--- config.mk ---
export PLATFORM = sky130hd
export DESIGN_NAME = psram_host
export DESIGN_NICKNAME = d
export VERILOG_FILES = /design/src/rtl/psram_host_pkg.sv /design/src/rtl/stream_if.sv /design/src/rtl/psram_host.sv /design/src/rtl/read_fifo.sv
export VERILOG_INCLUDE_DIRS = /design/src /design/src/rtl
export SDC_FILE = /design/constraint.sdc
export NUM_CORES = 1
export LEC_CHECK = 0
export ABC_AREA = 1
export ABC_CLOCK_PERIOD_IN_PS = 4950
export BUFFER_PORTS_ARGS = -buffer_cell sky130_fd_sc_hd__buf_2
export CAP_MARGIN = 10
export CORE_ASPECT_RATIO = 0.6
export CORE_MARGIN = 4
export CORE_UTILIZATION = 60
export DETAILED_ROUTE_END_ITERATION = 12
export GPL_ROUTABILITY_DRIVEN = 0
export HOLD_SLACK_MARGIN = 0.12
export PLACE_DENSITY = 0.78
export SLEW_MARGIN = 20
export SYNTH_ARGS = -nofsm -noshare
export SYNTH_HDL_FRONTEND = slang
export SYNTH_SLANG_ARGS = --single-unit
--- constraint.sdc ---
create_clock -name clk_i -period 4.95 [get_ports clk_i]
set_clock_uncertainty 0.15 [all_clocks]
set_input_delay 0.495 -clock clk_i [delete_from_list [all_inputs] [get_ports clk_i]]
set_output_delay 0.495 -clock clk_i [all_outputs]
set_load 0.01 [all_outputs]
--- src/rtl/psram_host_params.svh ---
/*
 * Timing figures, widths and reset levels of the async PSRAM host.
 * Assumes a single 50 ns system clock; times are kept in their own unit.
 */
`ifndef PSRAM_HOST_PARAMS_SVH
`define PSRAM_HOST_PARAMS_SVH

`define CLK_PERIOD_NS 50
`define ADDR_W 21
`define DATA_W 16
`define FIFO_DEPTH 16
`define SYNC_STAGES 2

// Access and write-window figures per speed grade, then shared output-enable, strobe, deselect, power-pin and select-limit times
`define T_ACCESS_FAST_NS 60
`define T_ACCESS_SLOW_NS 70
`define T_OE_ACCESS_NS 20
`define T_WRITE_FAST_NS 55
`define T_WRITE_SLOW_NS 70
`define T_WRITE_PULSE_NS 46
`define T_WRITE_HIGH_NS 10
`define T_DESELECT_NS 5
`define T_DESEL_TO_PWR_NS 5
`define T_PWR_TO_STROBE_MIN_NS 10
`define T_PWR_TO_STROBE_MAX_NS 500
`define T_SELECT_MAX_IND_US 8
`define T_SELECT_MAX_A2_US 2

// Least times round up, longest times round down
`define CYC_MIN(ns) (((ns) + `CLK_PERIOD_NS - 1) / `CLK_PERIOD_NS)
`define CYC_MAX(ns) ((ns) / `CLK_PERIOD_NS)

`define RST_BUS 1'b0
`define RST_STROBE_N 1'b1

`endif

--- src/rtl/psram_host_pkg.sv ---
/*
 * Types shared by the PSRAM host modules.
 * Assumes the constants header is included by the user files.
 */
package psram_host_pkg;

	typedef enum logic [2:0] {
		ST_IDLE = 3'b000,
		ST_DESEL = 3'b001,
		ST_PWR_LOW = 3'b010,
		ST_ACCESS = 3'b011,
		ST_RECOVER = 3'b100
	} state_t;

	typedef logic [8:0] count_t;

endpackage

--- src/rtl/stream_if.sv ---
/*
 * Valid/ready word stream between the cycle engine and its read FIFO.
 * Assumes both ends sit on the same clock.
 */
`timescale 1ns/100ps

interface stream_if #(
	parameter int WIDTH = 16
);
	logic valid;
	logic ready;
	logic [WIDTH-1:0] data;

	modport src (output valid, output data, input ready);
	modport snk (input valid, input data, output ready);
endinterface
--- src/rtl/psram_host.sv ---
/*
 * Host-side cycle engine for a clockless async PSRAM: read, write and
 * configuration-load cycles, read data returned through a FIFO.
 * Assumes a 20 MHz clock, user requests on the same clock, dq from a pin.
 */
// Notes on behaviour
// - chip select never stays low beyond the grade's maximum select time.
// - write strobe low is bounded by that same maximum select time.
// - read address valid when select falls, held until select rises.
// - write and config address valid at select fall, held to select rise.
// - select stays low 55 or 70 ns before a write ends.
// - byte selects stay low 55 or 70 ns before a write ends.
// - address valid 55 or 70 ns before a write ends.
// - write strobe low at least 46 ns, high at least 10 ns between.
// - select high at least 5 ns between cycles.
// - deselect 5 ns before power pin low, strobe 10 to 500 ns later.
`timescale 1ns/100ps
`include "psram_host_params.svh"

module psram_host #(
	parameter bit FAST_GRADE = 1'b1,
	parameter bit AUTO_A2 = 1'b0,
	parameter int FIFO_DEPTH = `FIFO_DEPTH
) (
	input wire logic clk_i,
	input wire logic rst_n_i,
	input wire logic req_valid_i,
	output logic req_ready_o,
	input wire logic req_write_i,
	input wire logic req_config_i,
	input wire logic [`ADDR_W-1:0] req_addr_i,
	input wire logic [`DATA_W-1:0] req_data_i,
	input wire logic [1:0] req_byte_en_i,
	output logic rd_valid_o,
	output logic [`DATA_W-1:0] rd_data_o,
	input wire logic rd_ready_i,
	output logic [`ADDR_W-1:0] mem_addr_o,
	output logic mem_select_n_o,
	output logic mem_write_n_o,
	output logic mem_out_en_n_o,
	output logic lower_byte_select_n_o,
	output logic upper_byte_select_n_o,
	output logic power_mode_pin_n_o,
	output logic [`DATA_W-1:0] dq_o,
	output logic dq_oe_o,
	input wire logic [`DATA_W-1:0] dq_i
);
	localparam int ACC_NS = FAST_GRADE ? `T_ACCESS_FAST_NS
		: `T_ACCESS_SLOW_NS;
	localparam int WIN_NS = FAST_GRADE ? `T_WRITE_FAST_NS
		: `T_WRITE_SLOW_NS;
	localparam int ACC_CYC = `CYC_MIN(ACC_NS);
	localparam int OE_CYC = `CYC_MIN(`T_OE_ACCESS_NS);
	// Sampled data passes the synchroniser, so select stays low longer
	localparam int RD_CYC = (ACC_CYC > OE_CYC ? ACC_CYC : OE_CYC)
		+ `SYNC_STAGES;
	localparam int WIN_CYC = `CYC_MIN(WIN_NS);
	localparam int WP_CYC = `CYC_MIN(`T_WRITE_PULSE_NS);
	localparam int WR_CYC = WIN_CYC > WP_CYC ? WIN_CYC : WP_CYC;
	localparam int CPH_CYC = `CYC_MIN(`T_DESELECT_NS);
	localparam int WPH_CYC = `CYC_MIN(`T_WRITE_HIGH_NS);
	localparam int REC_CYC = CPH_CYC > WPH_CYC ? CPH_CYC : WPH_CYC;
	localparam int CDZZ_CYC = `CYC_MIN(`T_DESEL_TO_PWR_NS);
	localparam int ZZWE_CYC = `CYC_MIN(`T_PWR_TO_STROBE_MIN_NS);
	localparam int ZZWE_MAX_CYC = `CYC_MAX(`T_PWR_TO_STROBE_MAX_NS);
	localparam int CEM_CYC = `CYC_MAX((AUTO_A2 ? `T_SELECT_MAX_A2_US
		: `T_SELECT_MAX_IND_US) * 1000);

	psram_host_pkg::state_t state, next_state;
	psram_host_pkg::count_t cnt, next_cnt;
	psram_host_pkg::count_t low_cnt, next_low_cnt;
	logic is_read, next_is_read;
	logic [`ADDR_W-1:0] next_addr;
	logic [`DATA_W-1:0] next_dq;
	logic next_dq_oe;
	logic next_select_n, next_write_n, next_out_en_n, next_pwr_n;
	logic [1:0] next_bsel_n;
	logic next_req_ready;
	logic push_valid, next_push_valid;
	logic [`DATA_W-1:0] push_data, next_push_data;
	logic [`DATA_W-1:0] dq_meta, dq_sync;
	logic take, end_low;

	stream_if #(.WIDTH(`DATA_W)) fill_s ();

	assign fill_s.valid = push_valid;
	assign fill_s.data = push_data;

	read_fifo #(.WIDTH(`DATA_W), .DEPTH(FIFO_DEPTH)) u_fifo (
		.clk_i(clk_i),
		.rst_n_i(rst_n_i),
		.in_s(fill_s),
		.out_valid_o(rd_valid_o),
		.out_data_o(rd_data_o),
		.out_ready_i(rd_ready_i)
	);

	always_comb begin
		next_state = state;
		next_cnt = cnt;
		next_is_read = is_read;
		next_addr = mem_addr_o;
		next_dq = dq_o;
		next_dq_oe = dq_oe_o;
		next_select_n = mem_select_n_o;
		next_write_n = mem_write_n_o;
		next_out_en_n = mem_out_en_n_o;
		next_pwr_n = power_mode_pin_n_o;
		next_bsel_n = {upper_byte_select_n_o, lower_byte_select_n_o};
		next_push_valid = 1'b0;
		next_push_data = push_data;
		take = req_valid_i && req_ready_o;
		// stop the cycle when its count ends or select has been low CEM_CYC cycles
		end_low = (cnt == '0) || (low_cnt == 9'(CEM_CYC - 1));
		next_low_cnt = mem_select_n_o ? '0 : low_cnt + 9'd1;
		case (state)
			psram_host_pkg::ST_IDLE: begin
				if (take) begin
					next_is_read = !req_write_i && !req_config_i;
					// address lands on the select falling edge, or on entry to ST_DESEL for config
					next_addr = req_addr_i;
					next_dq = req_data_i;
					if (req_config_i) begin
						next_state = psram_host_pkg::ST_DESEL;
						next_cnt = 9'(CDZZ_CYC - 1);
					end else begin
						next_state = psram_host_pkg::ST_ACCESS;
						next_select_n = 1'b0;
						next_bsel_n = ~req_byte_en_i;
						next_write_n = !req_write_i;
						next_out_en_n = req_write_i;
						next_dq_oe = req_write_i;
						next_cnt = 9'(req_write_i ? WR_CYC - 1 : RD_CYC - 1);
					end
				end
			end
			psram_host_pkg::ST_DESEL: begin
				// chip stays deselected before power pin falls
				if (cnt == '0) begin
					next_pwr_n = 1'b0;
					next_state = psram_host_pkg::ST_PWR_LOW;
					next_cnt = 9'(ZZWE_CYC - 1);
				end else begin
					next_cnt = cnt - 9'd1;
				end
			end
			psram_host_pkg::ST_PWR_LOW: begin
				// strobe falls inside the 10..500 ns window
				if (cnt == '0 || cnt >= 9'(ZZWE_MAX_CYC)) begin
					// configuration word valid as select falls
					next_select_n = 1'b0;
					next_write_n = 1'b0;
					next_bsel_n = 2'b00;
					next_state = psram_host_pkg::ST_ACCESS;
					next_cnt = 9'(WR_CYC - 1);
				end else begin
					next_cnt = cnt - 9'd1;
				end
			end
			psram_host_pkg::ST_ACCESS: begin
				// select, bytes and address stay for the window
				// address unchanged until the write ends
				// strobe low for the whole window
				// strobe rises no later than the select limit
				if (end_low) begin
					next_select_n = 1'b1;
					next_write_n = 1'b1;
					next_out_en_n = 1'b1;
					next_bsel_n = 2'b11;
					next_dq_oe = 1'b0;
					next_push_valid = is_read;
					next_push_data = dq_sync;
					next_state = psram_host_pkg::ST_RECOVER;
					next_cnt = 9'(REC_CYC - 1);
				end else begin
					next_cnt = cnt - 9'd1;
				end
			end
			psram_host_pkg::ST_RECOVER: begin
				// select and strobe high before the next cycle
				if (cnt == '0) begin
					next_pwr_n = 1'b1;
					next_state = psram_host_pkg::ST_IDLE;
				end else begin
					next_cnt = cnt - 9'd1;
				end
			end
			default: begin
				next_state = psram_host_pkg::ST_IDLE;
			end
		endcase
		// Reads reserve FIFO room up front so the push never stalls
		// A word still in flight to the FIFO is not yet in its count
		next_req_ready = (next_state == psram_host_pkg::ST_IDLE)
			&& fill_s.ready && !push_valid;
	end

	always_ff @(posedge clk_i) begin
		dq_meta <= dq_i;
		dq_sync <= dq_meta;
		if (!rst_n_i) begin
			state <= psram_host_pkg::ST_IDLE;
			cnt <= '0;
			low_cnt <= '0;
			is_read <= 1'b0;
			mem_addr_o <= '0;
			dq_o <= '0;
			dq_oe_o <= `RST_BUS;
			mem_select_n_o <= `RST_STROBE_N;
			mem_write_n_o <= `RST_STROBE_N;
			mem_out_en_n_o <= `RST_STROBE_N;
			power_mode_pin_n_o <= `RST_STROBE_N;
			lower_byte_select_n_o <= `RST_STROBE_N;
			upper_byte_select_n_o <= `RST_STROBE_N;
			req_ready_o <= 1'b0;
			push_valid <= 1'b0;
			push_data <= '0;
		end else begin
			state <= next_state;
			cnt <= next_cnt;
			low_cnt <= next_low_cnt;
			is_read <= next_is_read;
			mem_addr_o <= next_addr;
			dq_o <= next_dq;
			dq_oe_o <= next_dq_oe;
			mem_select_n_o <= next_select_n;
			mem_write_n_o <= next_write_n;
			mem_out_en_n_o <= next_out_en_n;
			power_mode_pin_n_o <= next_pwr_n;
			lower_byte_select_n_o <= next_bsel_n[0];
			upper_byte_select_n_o <= next_bsel_n[1];
			req_ready_o <= next_req_ready;
			push_valid <= next_push_valid;
			push_data <= next_push_data;
		end
	end
endmodule

--- src/rtl/read_fifo.sv ---
/*
 * Read-data FIFO with a registered output stage.
 * Assumes DEPTH is a power of two; one clock, synchronous low reset.
 */
`timescale 1ns/100ps

module read_fifo #(
	parameter int WIDTH = 16,
	parameter int DEPTH = 16
) (
	input wire logic clk_i,
	input wire logic rst_n_i,
	stream_if.snk in_s,
	output logic out_valid_o,
	output logic [WIDTH-1:0] out_data_o,
	input wire logic out_ready_i
);
	localparam int PW = $clog2(DEPTH);
	localparam int CW = $clog2(DEPTH + 1);

	logic [WIDTH-1:0] mem [DEPTH];
	logic [PW-1:0] wr_ptr;
	logic [PW-1:0] rd_ptr;
	logic [CW-1:0] count;
	logic [PW-1:0] next_wr_ptr;
	logic [PW-1:0] next_rd_ptr;
	logic [CW-1:0] next_count;
	logic next_out_valid;
	logic [WIDTH-1:0] next_out_data;
	logic push;
	logic load;

	// Honest full: the array alone, output stage is extra slack
	assign in_s.ready = (count != CW'(DEPTH));

	always_comb begin
		push = in_s.valid && in_s.ready;
		load = (count != '0) && (!out_valid_o || out_ready_i);
		next_wr_ptr = push ? wr_ptr + PW'(1) : wr_ptr;
		next_rd_ptr = load ? rd_ptr + PW'(1) : rd_ptr;
		next_count = count + CW'(push) - CW'(load);
		next_out_valid = load ? 1'b1 : (out_valid_o && !out_ready_i);
		next_out_data = load ? mem[rd_ptr] : out_data_o;
	end

	always_ff @(posedge clk_i) begin
		if (!rst_n_i) begin
			wr_ptr <= '0;
			rd_ptr <= '0;
			count <= '0;
			out_valid_o <= 1'b0;
			out_data_o <= '0;
		end else begin
			wr_ptr <= next_wr_ptr;
			rd_ptr <= next_rd_ptr;
			count <= next_count;
			out_valid_o <= next_out_valid;
			out_data_o <= next_out_data;
		end
		if (push) begin
			mem[wr_ptr] <= in_s.data;
		end
	end
endmodule

**Word-level counts from Yosys, hierarchy flattened**

Memories as Yosys holds them, arrays and structs flattened. A register that Yosys moved wholly into a read port is not among the register bits.
Cells that the tools add are included.

- Bitwise logic cells: 2
- Eq/ne operators: 13
- Add/sub/neg operators: 6
- Shifts and indexed selects: 0
- Reductions and logical operators: 32
- Div/mod/pow operators: 0
- Multipliers: 0
- Magnitude comparators: 1
- Multiplexer cells: 39

Operators with widths:

| operator | number |
|---|---|
| 9-bit 2-to-1 mux | 5 |
| 9-bit one-hot mux with 5 select lines | 1 |
| 3-bit 2-to-1 mux | 5 |
| 3-bit one-hot mux with 5 select lines | 1 |
| 1-bit 2-to-1 mux | 14 |
| 2-bit 2-to-1 mux | 7 |
| 2-bit inequality test (second input constant) | 7 |
| 5-bit nonzero test | 2 |
| 9-bit by 1-bit adder with 9-bit output (second input constant) | 1 |
| 9-bit by 8-bit equality test with 1-bit output (second input constant) | 1 |
| 9-bit by 4-bit >= comparator with 1-bit output (second input constant) | 1 |
| 9-bit logical NOT | 1 |
| 3-bit AND reduction | 3 |
| 9-bit by 1-bit subtractor with 9-bit output (second input constant) | 1 |
| 4-bit by 1-bit adder with 4-bit output (second input constant) | 2 |
| 1-bit logical AND | 7 |
| 3-bit by 2-bit equality test with 1-bit output (second input constant) | 2 |
| 1-bit logical NOT | 6 |
| 3-bit logical NOT | 2 |
| 1-bit one-hot mux with 2 select lines | 3 |
| 1-bit one-hot mux with 3 select lines | 2 |
| 2-bit one-hot mux with 3 select lines | 1 |
| 5-bit by 1-bit adder with 5-bit output | 1 |
| 5-bit inequality test (second input constant) | 1 |
| other kinds (12) | 16 |

- RAM bits: 256
- ROM bits: 0
- Word-level logic and storage cells: 116
- Bits in registers: 130
- Latch bits: 0
- Input port bits: 61
- Output and inout bits: 62
- Memories kept: 1

Memory list:

| memory | depth | bits a word | read ports | clocked after Yosys merged registers in | write ports | RTL line | RTL |
|---|---|---|---|---|---|---|---|
| u_fifo.mem | 16 | 16 | 1 | 1 | 1 | read_fifo.sv:21 | `logic [WIDTH-1:0] mem [DEPTH];` |

**Longest topological paths before layout**

Gate-level depths: netlist of run 1.

- Word-level depth: 7
- Mapped depth: 15
- Depth with buffers taken out: 14

**Hierarchy**

From an unflattened synthesis of run 1, not the netlist that was laid out.

- Cells, all modules: 1688
- Area, all modules: 16184.3 µm²

Modules (own cells, without submodules):

| module | times used | seq. area each (µm²) | area an instance (µm²) | cells each |
|---|---|---|---|---|
| read_fifo | 1 | 8287.9 | 12161.7 | 1202 |
| psram_host | 1 | 2322.2 | 4022.6 | 486 |

**Worst setup path before layout of run 1**

Ideal clock, no wire load.

- Kind: register to register
- From: register u_fifo.count[3]
- To: register u_fifo.count[4]
- Setup slack: 2210 ps
- Required time: 4678 ps
- Buffers on the path: 1
- Stages on the path, launching flop included: 16
- Period minus slack after synthesis: 2740 ps
- Library setup time: 122 ps
- Arrival: 2468 ps
- Cell sequence: dfxtp_1 inv_1 ha_1 nand4_1 nand2_1 clkinv_1 buf_2 ha_1 inv_1 ha_1 inv_1 fa_1 o21ai_0 a21oi_1 o21ai_0 a21oi_1

- Elaborated cells on any way between the ends: 6
- Those cells by class: 2 x add/sub; 1 x eq/ne; 3 x reduce/logical

RTL lines:

| element | RTL line | RTL |
|---|---|---|
| start: declaration | read_fifo.sv:24 | `logic [CW-1:0] count;` |
| start signal: assignment | read_fifo.sv:56 | `count <= next_count;` |
| 5-bit nonzero test | read_fifo.sv:38 | `load = (count != '0) && (!out_valid_o \|\| out_ready_i);` |
| 1-bit logical AND | read_fifo.sv:38 |  |
| via u_fifo.load | read_fifo.sv:31 | `logic load;` |
| 5-bit by 1-bit subtractor with 5-bit output | read_fifo.sv:41 | `next_count = count + CW'(push) - CW'(load);` |

The timed path passes the listed nets, and every way through them passes these cells.
A chain may end at the register's enable or synchronous reset.

==> insert_results.sql, run 1 <==
INSERT INTO impl_metrics (metric_group, metric, value, unit) VALUES
('floorplan', 'fp.dieH', '132.6', 'µm'),
('global_route', 'residual_overflow_from_global_routing', '0', ''),
('finish', 'n_fill_cell', '1666', ''),
('sta', 'accumulated_negative_setup_slack', '0', 'ns'),
('synthesis', 'post_synth_most_frequent_cells', 'sky130_fd_sc_hd__edfxtp_1 (256), sky130_fd_sc_hd__nor2_1 (211), sky130_fd_sc_hd__nand2_1 (157)', ''),
('synthesis', 'synth-seq-area-share', '68.35', '%'),
('clocking', 'cts_setup_buffers', '0', ''),
('clocking', 'clock_tree.htree_level_count', '2', ''),
('clocking', 'clock_insertion_delay_worst_skew', '0.52', 'ns'),
('synthesis', 'syn-mean-instance-area', '11.30', 'µm²'),
('power', 'ir_worst_vdd', '0.0003592', 'V'),
('finish', 'antenna-diode-count', '0', ''),
('detailed_routing', 'drt_drc_violations_left', '0', ''),
('setup_path', 'type_of_the_worst_setup_path', 'reg2reg', ''),
('clocking', 'clk_path_buf_depth', '3', ''),
('sta', 'report.final.hold_viol_count', '0', ''),
('setup_path', 'timing.critical_path.arrival', '3.66', 'ns'),
('synthesis', 'yosys.area_share.adder', '1.338', '%'),
('clocking', 'tritoncts_clock_tree', 'yes', ''),
('clocking', 'cts.sink_count', '402', ''),
('setup_path', 'reg2regPathDepth', '8', ''),
('finish', 'fin_area', '0.01811', 'mm²'),
('global_route', 'maximum_number_of_pins_on_one_net_before_global_route_repair', '77', ''),
('detailed_routing', 'detail_route.vias_per_cell', '6.014', ''),
('place', 'dp_hpwl', '22580', 'µm'),
('place', 'pre_cts_ws', '1.721', 'ns'),
('detailed_routing', 'drt-wirelength-per-cell', '21.32', 'µm'),
('setup_path', 'critPathLaunchType', 'flop', ''),
('setup_path', 'cell_chain_critical_path', 'clkinv_2, buf_4, o21ai_0, o221ai_1, o211ai_1, nand3_1, nand2_1, inv_1', ''),
('detailed_routing', 'num_vias', '11500', ''),
('floorplan', 'core_area', '0.02539', 'mm²'),
('synthesis', 'synth.net_count', '1451', ''),
('sta', 'finalSetupViolations', '0', ''),
('clocking', 'cts_resized', '0', ''),
('synthesis', 'synthSimpleGateAreaFrac', '12.94', '%'),
('sta', 'final_critical_path_setup_slack', '1.568', 'ns'),
('synthesis', 'post_synth_num_cell_types', '48', ''),
('floorplan', 'start_util', '61.13', '%'),
('detailed_routing', 'drtPass1Iterations', '7', ''),
('synthesis', 'synth-compound-area-share', '12.67', '%'),
('synthesis', 'ys.warnings.count', '0', ''),
('finish', 'syn_to_final_growth', '16.65', '%'),
('setup_path', 'setup.worst_path.end_class', 'flop', ''),
('floorplan', 'io-pin-count', '123', ''),
('finish', 'drive_gt1_share', '16.02', '%'),
('synthesis', 'postSynthCellCount', '1374', ''),
('global_route', 'groute.usage.overall', '27.73', '%'),
('outcome', 'run_status', 'finished clean', ''),
('global_route', 'grt_pass1_vias', '11090', ''),
('setup_path', 'critPathMaxStageDelay', '0.78', 'ns'),
('setup_path', 'slowest_stage', 'sky130_fd_sc_hd__dfxtp_4', ''),
('synthesis', 'share_of_flip_flops_with_an_asynchronous_set_or_reset', '0', '%'),
('place', 'post_dp_cell_area', '0.01640', 'mm²'),
('synthesis', 'synth_seq_cells', '402', ''),
('global_route', 'wire_length_of_the_first_global_routing_pass', '61880', 'µm'),
('flow_run', 'drv_cap', '0', ''),
('floorplan', 'die_boundary_width', '215.7', 'µm'),
('synthesis', 'synth_area_in_xor_xnor', '0.2176', '%'),
('detailed_routing', 'detail-route-antenna-nets', '0', ''),
('sta', 'fin_hold_ws', '0.1685', 'ns'),
('synthesis', 'yosys-mux-area-fraction', '0', '%'),
('synthesis', 'largest_family_of_logic_cells_by_synthesized_area', 'simple AND/OR/NAND/NOR gates', ''),
('sta', 'final.period_utilization', '68.33', '%'),
('finish', 'net_count_reported_at_finish', '1613', ''),
('clocking', 'clk_root_buf', 'sky130_fd_sc_hd__clkbuf_16', ''),
('detailed_routing', 'drt_wl_total', '40780', 'µm'),
('sta', 'finalMaxSlewViolations', '0', ''),
('synthesis', 'synth-edff-count', '256', ''),
('clocking', 'clk_transition_reported_paths', '0.07', 'ns'),
('global_route', 'initial_antenna_violation_count', '2', ''),
('min_path', 'hold-path-cell-count', '3', '');
## registers in the layout, summed over array words and instances, names as in the netlist, 4 cells and up
register	cells
cnt	9
dq_meta	16
dq_o	16
dq_sync	16
fill_s.data	16
low_cnt	9
mem_addr_o	21
u_fifo.count	5
u_fifo.mem	256
u_fifo.out_data_o	16
u_fifo.rd_ptr	4
u_fifo.wr_ptr	4
## through the flow
step / total power, W / std cells / util [%]
final: 0.009318 / 1913 / 71.31
after global routing: 0.009776 / 1913 / 71.31
after CTS: 0.009263 / 1913 / 71.31
after detailed placement: 0.006490 / 1795 / 64.58
after global placement: 0.006379 / 1795 / 64.56
after floorplan: 0.005865 / 1374 / -
## cell type report
cell class	count	area (µm²)	share of cell area, %
inverters	76	287.8	1.589
clock buffers	50	1003	5.541
repair buffers	204	1366	7.545
multi-input cells	817	4250	23.47
flip-flops and latches	402	10620	58.63
clock inverters	12	143.9	0.7946
well taps	352	440.4	2.432
## power by group
group / internal, W / switching (W) / total (W) / leakage [nW]
Clock: 0.00158 / 0.00119 / 0.00277 / 0.570
Sequential: 0.00375 / 0.000227 / 0.00398 / 3.57
Combinational: 0.000827 / 0.00174 / 0.00257 / 2.54
## what timing repair did
item | in CTS | in global routing
endpoints found under the setup margin | 0 | 0
hold buffers | 56 | 0
hold endpoints to repair | 56 | 0
## routing by layer
metal | track usage [%] | share of wire [%] | up-vias
li1 | - | - | 5183
met2 | 41.82 | 45 | 707
met3 | 7.069 | 12 | 115
met1 | 39.58 | 40 | 5497
met5 | 0 | 0.029 | -
met4 | 9.903 | 3.1 | 2
## worst paths after layout
kind / endpoint / slack [ns] / startpoint
max: u_fifo.out_data_o[11]$_SDFFE_PN0P_ / 1.57 / u_fifo.rd_ptr[0]$_SDFFE_PN0P_
min: dq_oe_o$_SDFFE_PN0P_ / 0.17 / req_write_i
max reg2reg: u_fifo.out_data_o[11]$_SDFFE_PN0P_ / 1.57 / u_fifo.rd_ptr[0]$_SDFFE_PN0P_
min reg2reg: dq_sync[1]$_DFF_P_ / 0.18 / dq_meta[1]$_DFF_P_
## cells in the final DEF, fill, tap and decap left out, types with 44 or more instances in the layout
cell type                       netlist  routed
sky130_fd_sc_hd__nor2_1             211     200
sky130_fd_sc_hd__edfxtp_1           256     256
sky130_fd_sc_hd__dlygate4sd3_1        0      56
sky130_fd_sc_hd__a21oi_1             85      85
sky130_fd_sc_hd__buf_2               33     122
sky130_fd_sc_hd__inv_1               70      69
sky130_fd_sc_hd__nand2_1            157     157
sky130_fd_sc_hd__dfxtp_1            146     143
sky130_fd_sc_hd__o221ai_1            44      44
sky130_fd_sc_hd__o21ai_0            144     144
sky130_fd_sc_hd__nand3_1             60      60
## logic make-up after synthesis
group | Yosys count
compound gates | 331
xor+xnor | 3
fa+ha+maj | 16
buf+inv | 155
flops | 402
simple gates | 467
## critical path, delay by kind of cell, from the launching register on
family	cells	cell delay [ns]
buffers and inverters	3	1.40
DFF	1	0.78
AOI/OAI and AO/OA	3	0.69
and+or+nand+nor	2	0.21
(Power assumes the default switching activity.)
==> run 2, diff against run 1 <==
Settings changed: ABC_CLOCK_PERIOD_IN_PS 4950 to 3000, CORE_UTILIZATION 60 to 54, PLACE_DENSITY 0.78 to 0.74.
Clock period 4.95 ns to 3 ns, I/O delays scaled along.
==> run 2 against run 1 <==
Sequential power grew 63%; clock power up 62%; clock-buffer cell count rose by 5; global-route usage decreased by 4.9 points; combinational power grew 68%; first-iteration DRC count fell by 13%; wire length is 9.0% lower; hold slack better by 0.0088 ns; maximum frequency is 23% higher; final cell count grew 1.4%; register-to-register slack worse by 1.3 ns; critical path type unchanged; critical endpoint is now u_fifo.count[4]$_SDFF_PN0_; largest power group unchanged; highest routed layer is now met4.
==> insert_results.sql, run 2 (synthesis gave the netlist of run 1 again) <==
INSERT INTO impl_metrics (metric_group, metric, value, unit) VALUES
('setup_path', 'crit_path_buf_inv_count', '4', ''),
('setup_path', 'type_of_the_worst_setup_path', 'reg2reg', ''),
('sta', 'fin_hold_ws', '0.1772', 'ns'),
('setup_path', 'timing.critical_path.arrival', '2.99', 'ns'),
('flow_run', 'drv_cap', '0', ''),
('outcome', 'run_status', 'finished clean', ''),
('power', 'ir_worst_vdd', '0.0005861', 'V'),
('place', 'dp_hpwl', '22700', 'µm'),
('setup_path', 'kind_of_cell_with_the_highest_combined_delay_on_the_critical_path', 'adder cells', ''),
('setup_path', 'worstReg2RegEnd', 'u_fifo.count[4]$_SDFF_PN0_', ''),
('sta', 'unrepaired_setup_endpoints_after_global_routing', 'false', ''),
('power', 'p_leak', '6.740', 'nW'),
('finish', 'number_of_flip_flops_in_the_largest_register', '256', ''),
('clocking', 'clk_root_buf', 'sky130_fd_sc_hd__clkbuf_16', ''),
('sta', 'worst-slew-pin-transition', '0.7771', 'ns'),
('clocking', 'clk_transition_reported_paths', '0.06', 'ns'),
('floorplan', 'start_util', '55.57', '%'),
('floorplan', 'core_area', '0.02793', 'mm²'),
('detailed_routing', 'drtPass1Iterations', '6', ''),
('setup_path', 'slowest_stage', 'sky130_fd_sc_hd__fa_1', ''),
('clocking', 'clock_insertion_delay_worst_skew', '0.51', 'ns'),
('setup_path', 'setup.worst_path.end_class', 'flop', ''),
('detailed_routing', 'drt-wirelength-per-cell', '19.13', 'µm'),
('finish', 'net_count_reported_at_finish', '1622', ''),
('setup_path', 'worstPathRequired', '3.24', 'ns'),
('min_path', 'hold-path-cell-count', '0', ''),
('global_route', 'maximum_number_of_pins_on_one_net_before_global_route_repair', '131', ''),
('global_route', 'initial_antenna_violation_count', '1', ''),
('detailed_routing', 'detail-route-antenna-nets', '0', ''),
('clocking', 'clock_tree.htree_level_count', '2', ''),
('sta', 'maxSlewHeadroom', '48.13', '%'),
('place', 'pre_cts_ws', '0.3017', 'ns'),
('sta', 'final.period_utilization', '91.52', '%'),
('detailed_routing', 'drt_first_iter_violations', '1281', ''),
('detailed_routing', 'num_vias', '11110', ''),
('setup_path', 'cell_chain_critical_path', 'inv_1, ha_1, nand4_1, nand2_1, clkinv_1, ha_1, inv_1, ha_1, inv_1, fa_1, o21ai_0, a21oi_1, o21ai_0, a21oi_1', ''),
('sta', 'final_min_period', '2.746', 'ns'),
('sta', 'finalMaxSlewViolations', '0', ''),
('clocking', 'cts.sink_count', '402', ''),
('setup_path', 'critPathMaxStageDelay', '0.42', 'ns'),
('min_path', 'hp-start', 'dq_meta[6]$_DFF_P_', ''),
('setup_path', 'timing.critical_path.fanout_max', '4', ''),
('global_route', 'grt_pass1_vias', '10600', ''),
('floorplan', 'die_boundary_width', '226.9', 'µm'),
('floorplan', 'row_count', '47', ''),
('min_path', 'timing.hold.worst.class', 'reg2reg', ''),
('sta', 'report.final.hold_viol_count', '0', ''),
('finish', 'largestRegisters', 'u_fifo.mem: 256 flops, mem_addr_o: 21 flops', ''),
('floorplan', 'io-pin-count', '123', ''),
('setup_path', 'critPathLaunchType', 'flop', ''),
('detailed_routing', 'detail_route.vias_per_cell', '5.731', ''),
('sta', 'max_freq', '364.2', 'MHz'),
('global_route', 'groute.usage.overall', '22.80', '%'),
('sta', 'final_critical_path_setup_slack', '0.2545', 'ns'),
('sta', 'finalSetupViolations', '0', ''),
('detailed_routing', 'drt_drc_violations_left', '0', ''),
('detailed_routing', 'drt_wl_total', '37090', 'µm'),
('setup_path', 'reg2reg_setup_slack', '0.25', 'ns'),
('place', 'portBuffers', '122', ''),
('finish', 'layout_commonest_cell', 'sky130_fd_sc_hd__edfxtp_1', ''),
('finish', 'registers.top_by_ff_count', 'u_fifo.mem', ''),
('power', 'powerDensity', '838.1', 'mW/mm²'),
('min_path', 'timing.hold.worst_endpoint', 'dq_sync[6]$_DFF_P_', ''),
('sta', 'accumulated_negative_setup_slack', '0', 'ns'),
('global_route', 'residual_overflow_from_global_routing', '0', ''),
('global_route', 'wire_length_of_the_first_global_routing_pass', '58020', 'µm'),
('finish', 'n_fill_cell', '2004', ''),
('clocking', 'cts_resized', '0', ''),
('setup_path', 'reg2regPathDepth', '14', ''),
('finish', 'most-common-layout-cells', 'sky130_fd_sc_hd__edfxtp_1 (256), sky130_fd_sc_hd__nor2_1 (198), sky130_fd_sc_hd__nand2_1 (157)', ''),
('finish', 'drive_gt1_share', '16.30', '%'),
('clocking', 'cts_buffers', '36', ''),
('floorplan', 'design.die.area', '0.03161', 'mm²'),
('floorplan', 'fp.dieH', '139.3', 'µm'),
('setup_path', 'rr_startpoint', 'u_fifo.count[3]$_SDFF_PN0_', ''),
('clocking', 'tritoncts_clock_tree', 'yes', ''),
('finish', 'syn_to_final_growth', '17.61', '%'),
('clocking', 'clk_path_buf_depth', '3', '');
==> run 2: per-layer routing <==
layer | track usage, % | part of all wire [%] | vias up
met5 | 0 | 0 | -
met4 | 4.866 | 1.7 | 0
met3 | 4.210 | 7.7 | 58
met2 | 34.02 | 45 | 457
met1 | 35.22 | 46 | 5405
li1 | - | - | 5193
==> run 2: repair_timing <==
action	in CTS	in global routing
hold endpoints to repair	63	0
endpoints found under the setup margin	0	0
hold buffers	59	0
buffers inserted	0	0
==> run 2: final cells by class <==
cell class | instances | area, µm² | area share [%]
sequential | 402 | 10620 | 58.15
multi-input combinational | 817 | 4250 | 23.28
timing repair buffer | 212 | 1496 | 8.196
clock buffer | 55 | 1074 | 5.880
tap | 367 | 459.2 | 2.515
inverter | 76 | 286.5 | 1.569
clock inverter | 9 | 72.57 | 0.3975
antenna | 1 | 2.502 | 0.01371
==> run 2: worst reg2reg max path: cells and delay by family (launching register included) <==
kind	cells	cell delay [ns]
simple gates	2	0.28
fa+ha+maj	4	1.04
flops	1	0.33
compound gates	4	0.52
buf+inv	4	0.30
==> run 2: report_power, final <==
part / internal [W] / switching (W) / total, W
Sequential: 0.00619 / 0.000291 / 0.00648
Combinational: 0.00143 / 0.00291 / 0.00433
Clock: 0.00256 / 0.00193 / 0.00448
Total: 0.0102 / 0.00513 / 0.0153
==> run 2: per-stage QoR <==
step | area [µm²] | power (W) | cells | util [%]
2_1_floorplan | 15520 | 0.009677 | 1374 | -
3_3_place_gp | 16520 | 0.01067 | 1815 | 59.14
3_5_place_dp | 16520 | 0.01080 | 1815 | 59.14
4_1_cts | 18260 | 0.01531 | 1938 | 65.35
5_1_grt | 18260 | 0.01614 | 1939 | 65.36
6_report | 18260 | 0.01530 | 1939 | 65.36
==> run 2: worst max-delay path by stage <==
stage,start,to,slack [ns],cells past startpoint
after floorplan,u_fifo.count[3]$_SDFF_PN0_,u_fifo.count[4]$_SDFF_PN0_,0.26,15
after global placement,u_fifo.count[3]$_SDFF_PN0_,u_fifo.count[4]$_SDFF_PN0_,0.38,14
after detailed placement,u_fifo.count[3]$_SDFF_PN0_,u_fifo.count[4]$_SDFF_PN0_,0.30,14
after CTS,u_fifo.count[3]$_SDFF_PN0_,u_fifo.count[4]$_SDFF_PN0_,0.29,14
after global routing,u_fifo.count[3]$_SDFF_PN0_,u_fifo.count[4]$_SDFF_PN0_,0.08,14
final,u_fifo.count[3]$_SDFF_PN0_,u_fifo.count[4]$_SDFF_PN0_,0.25,14
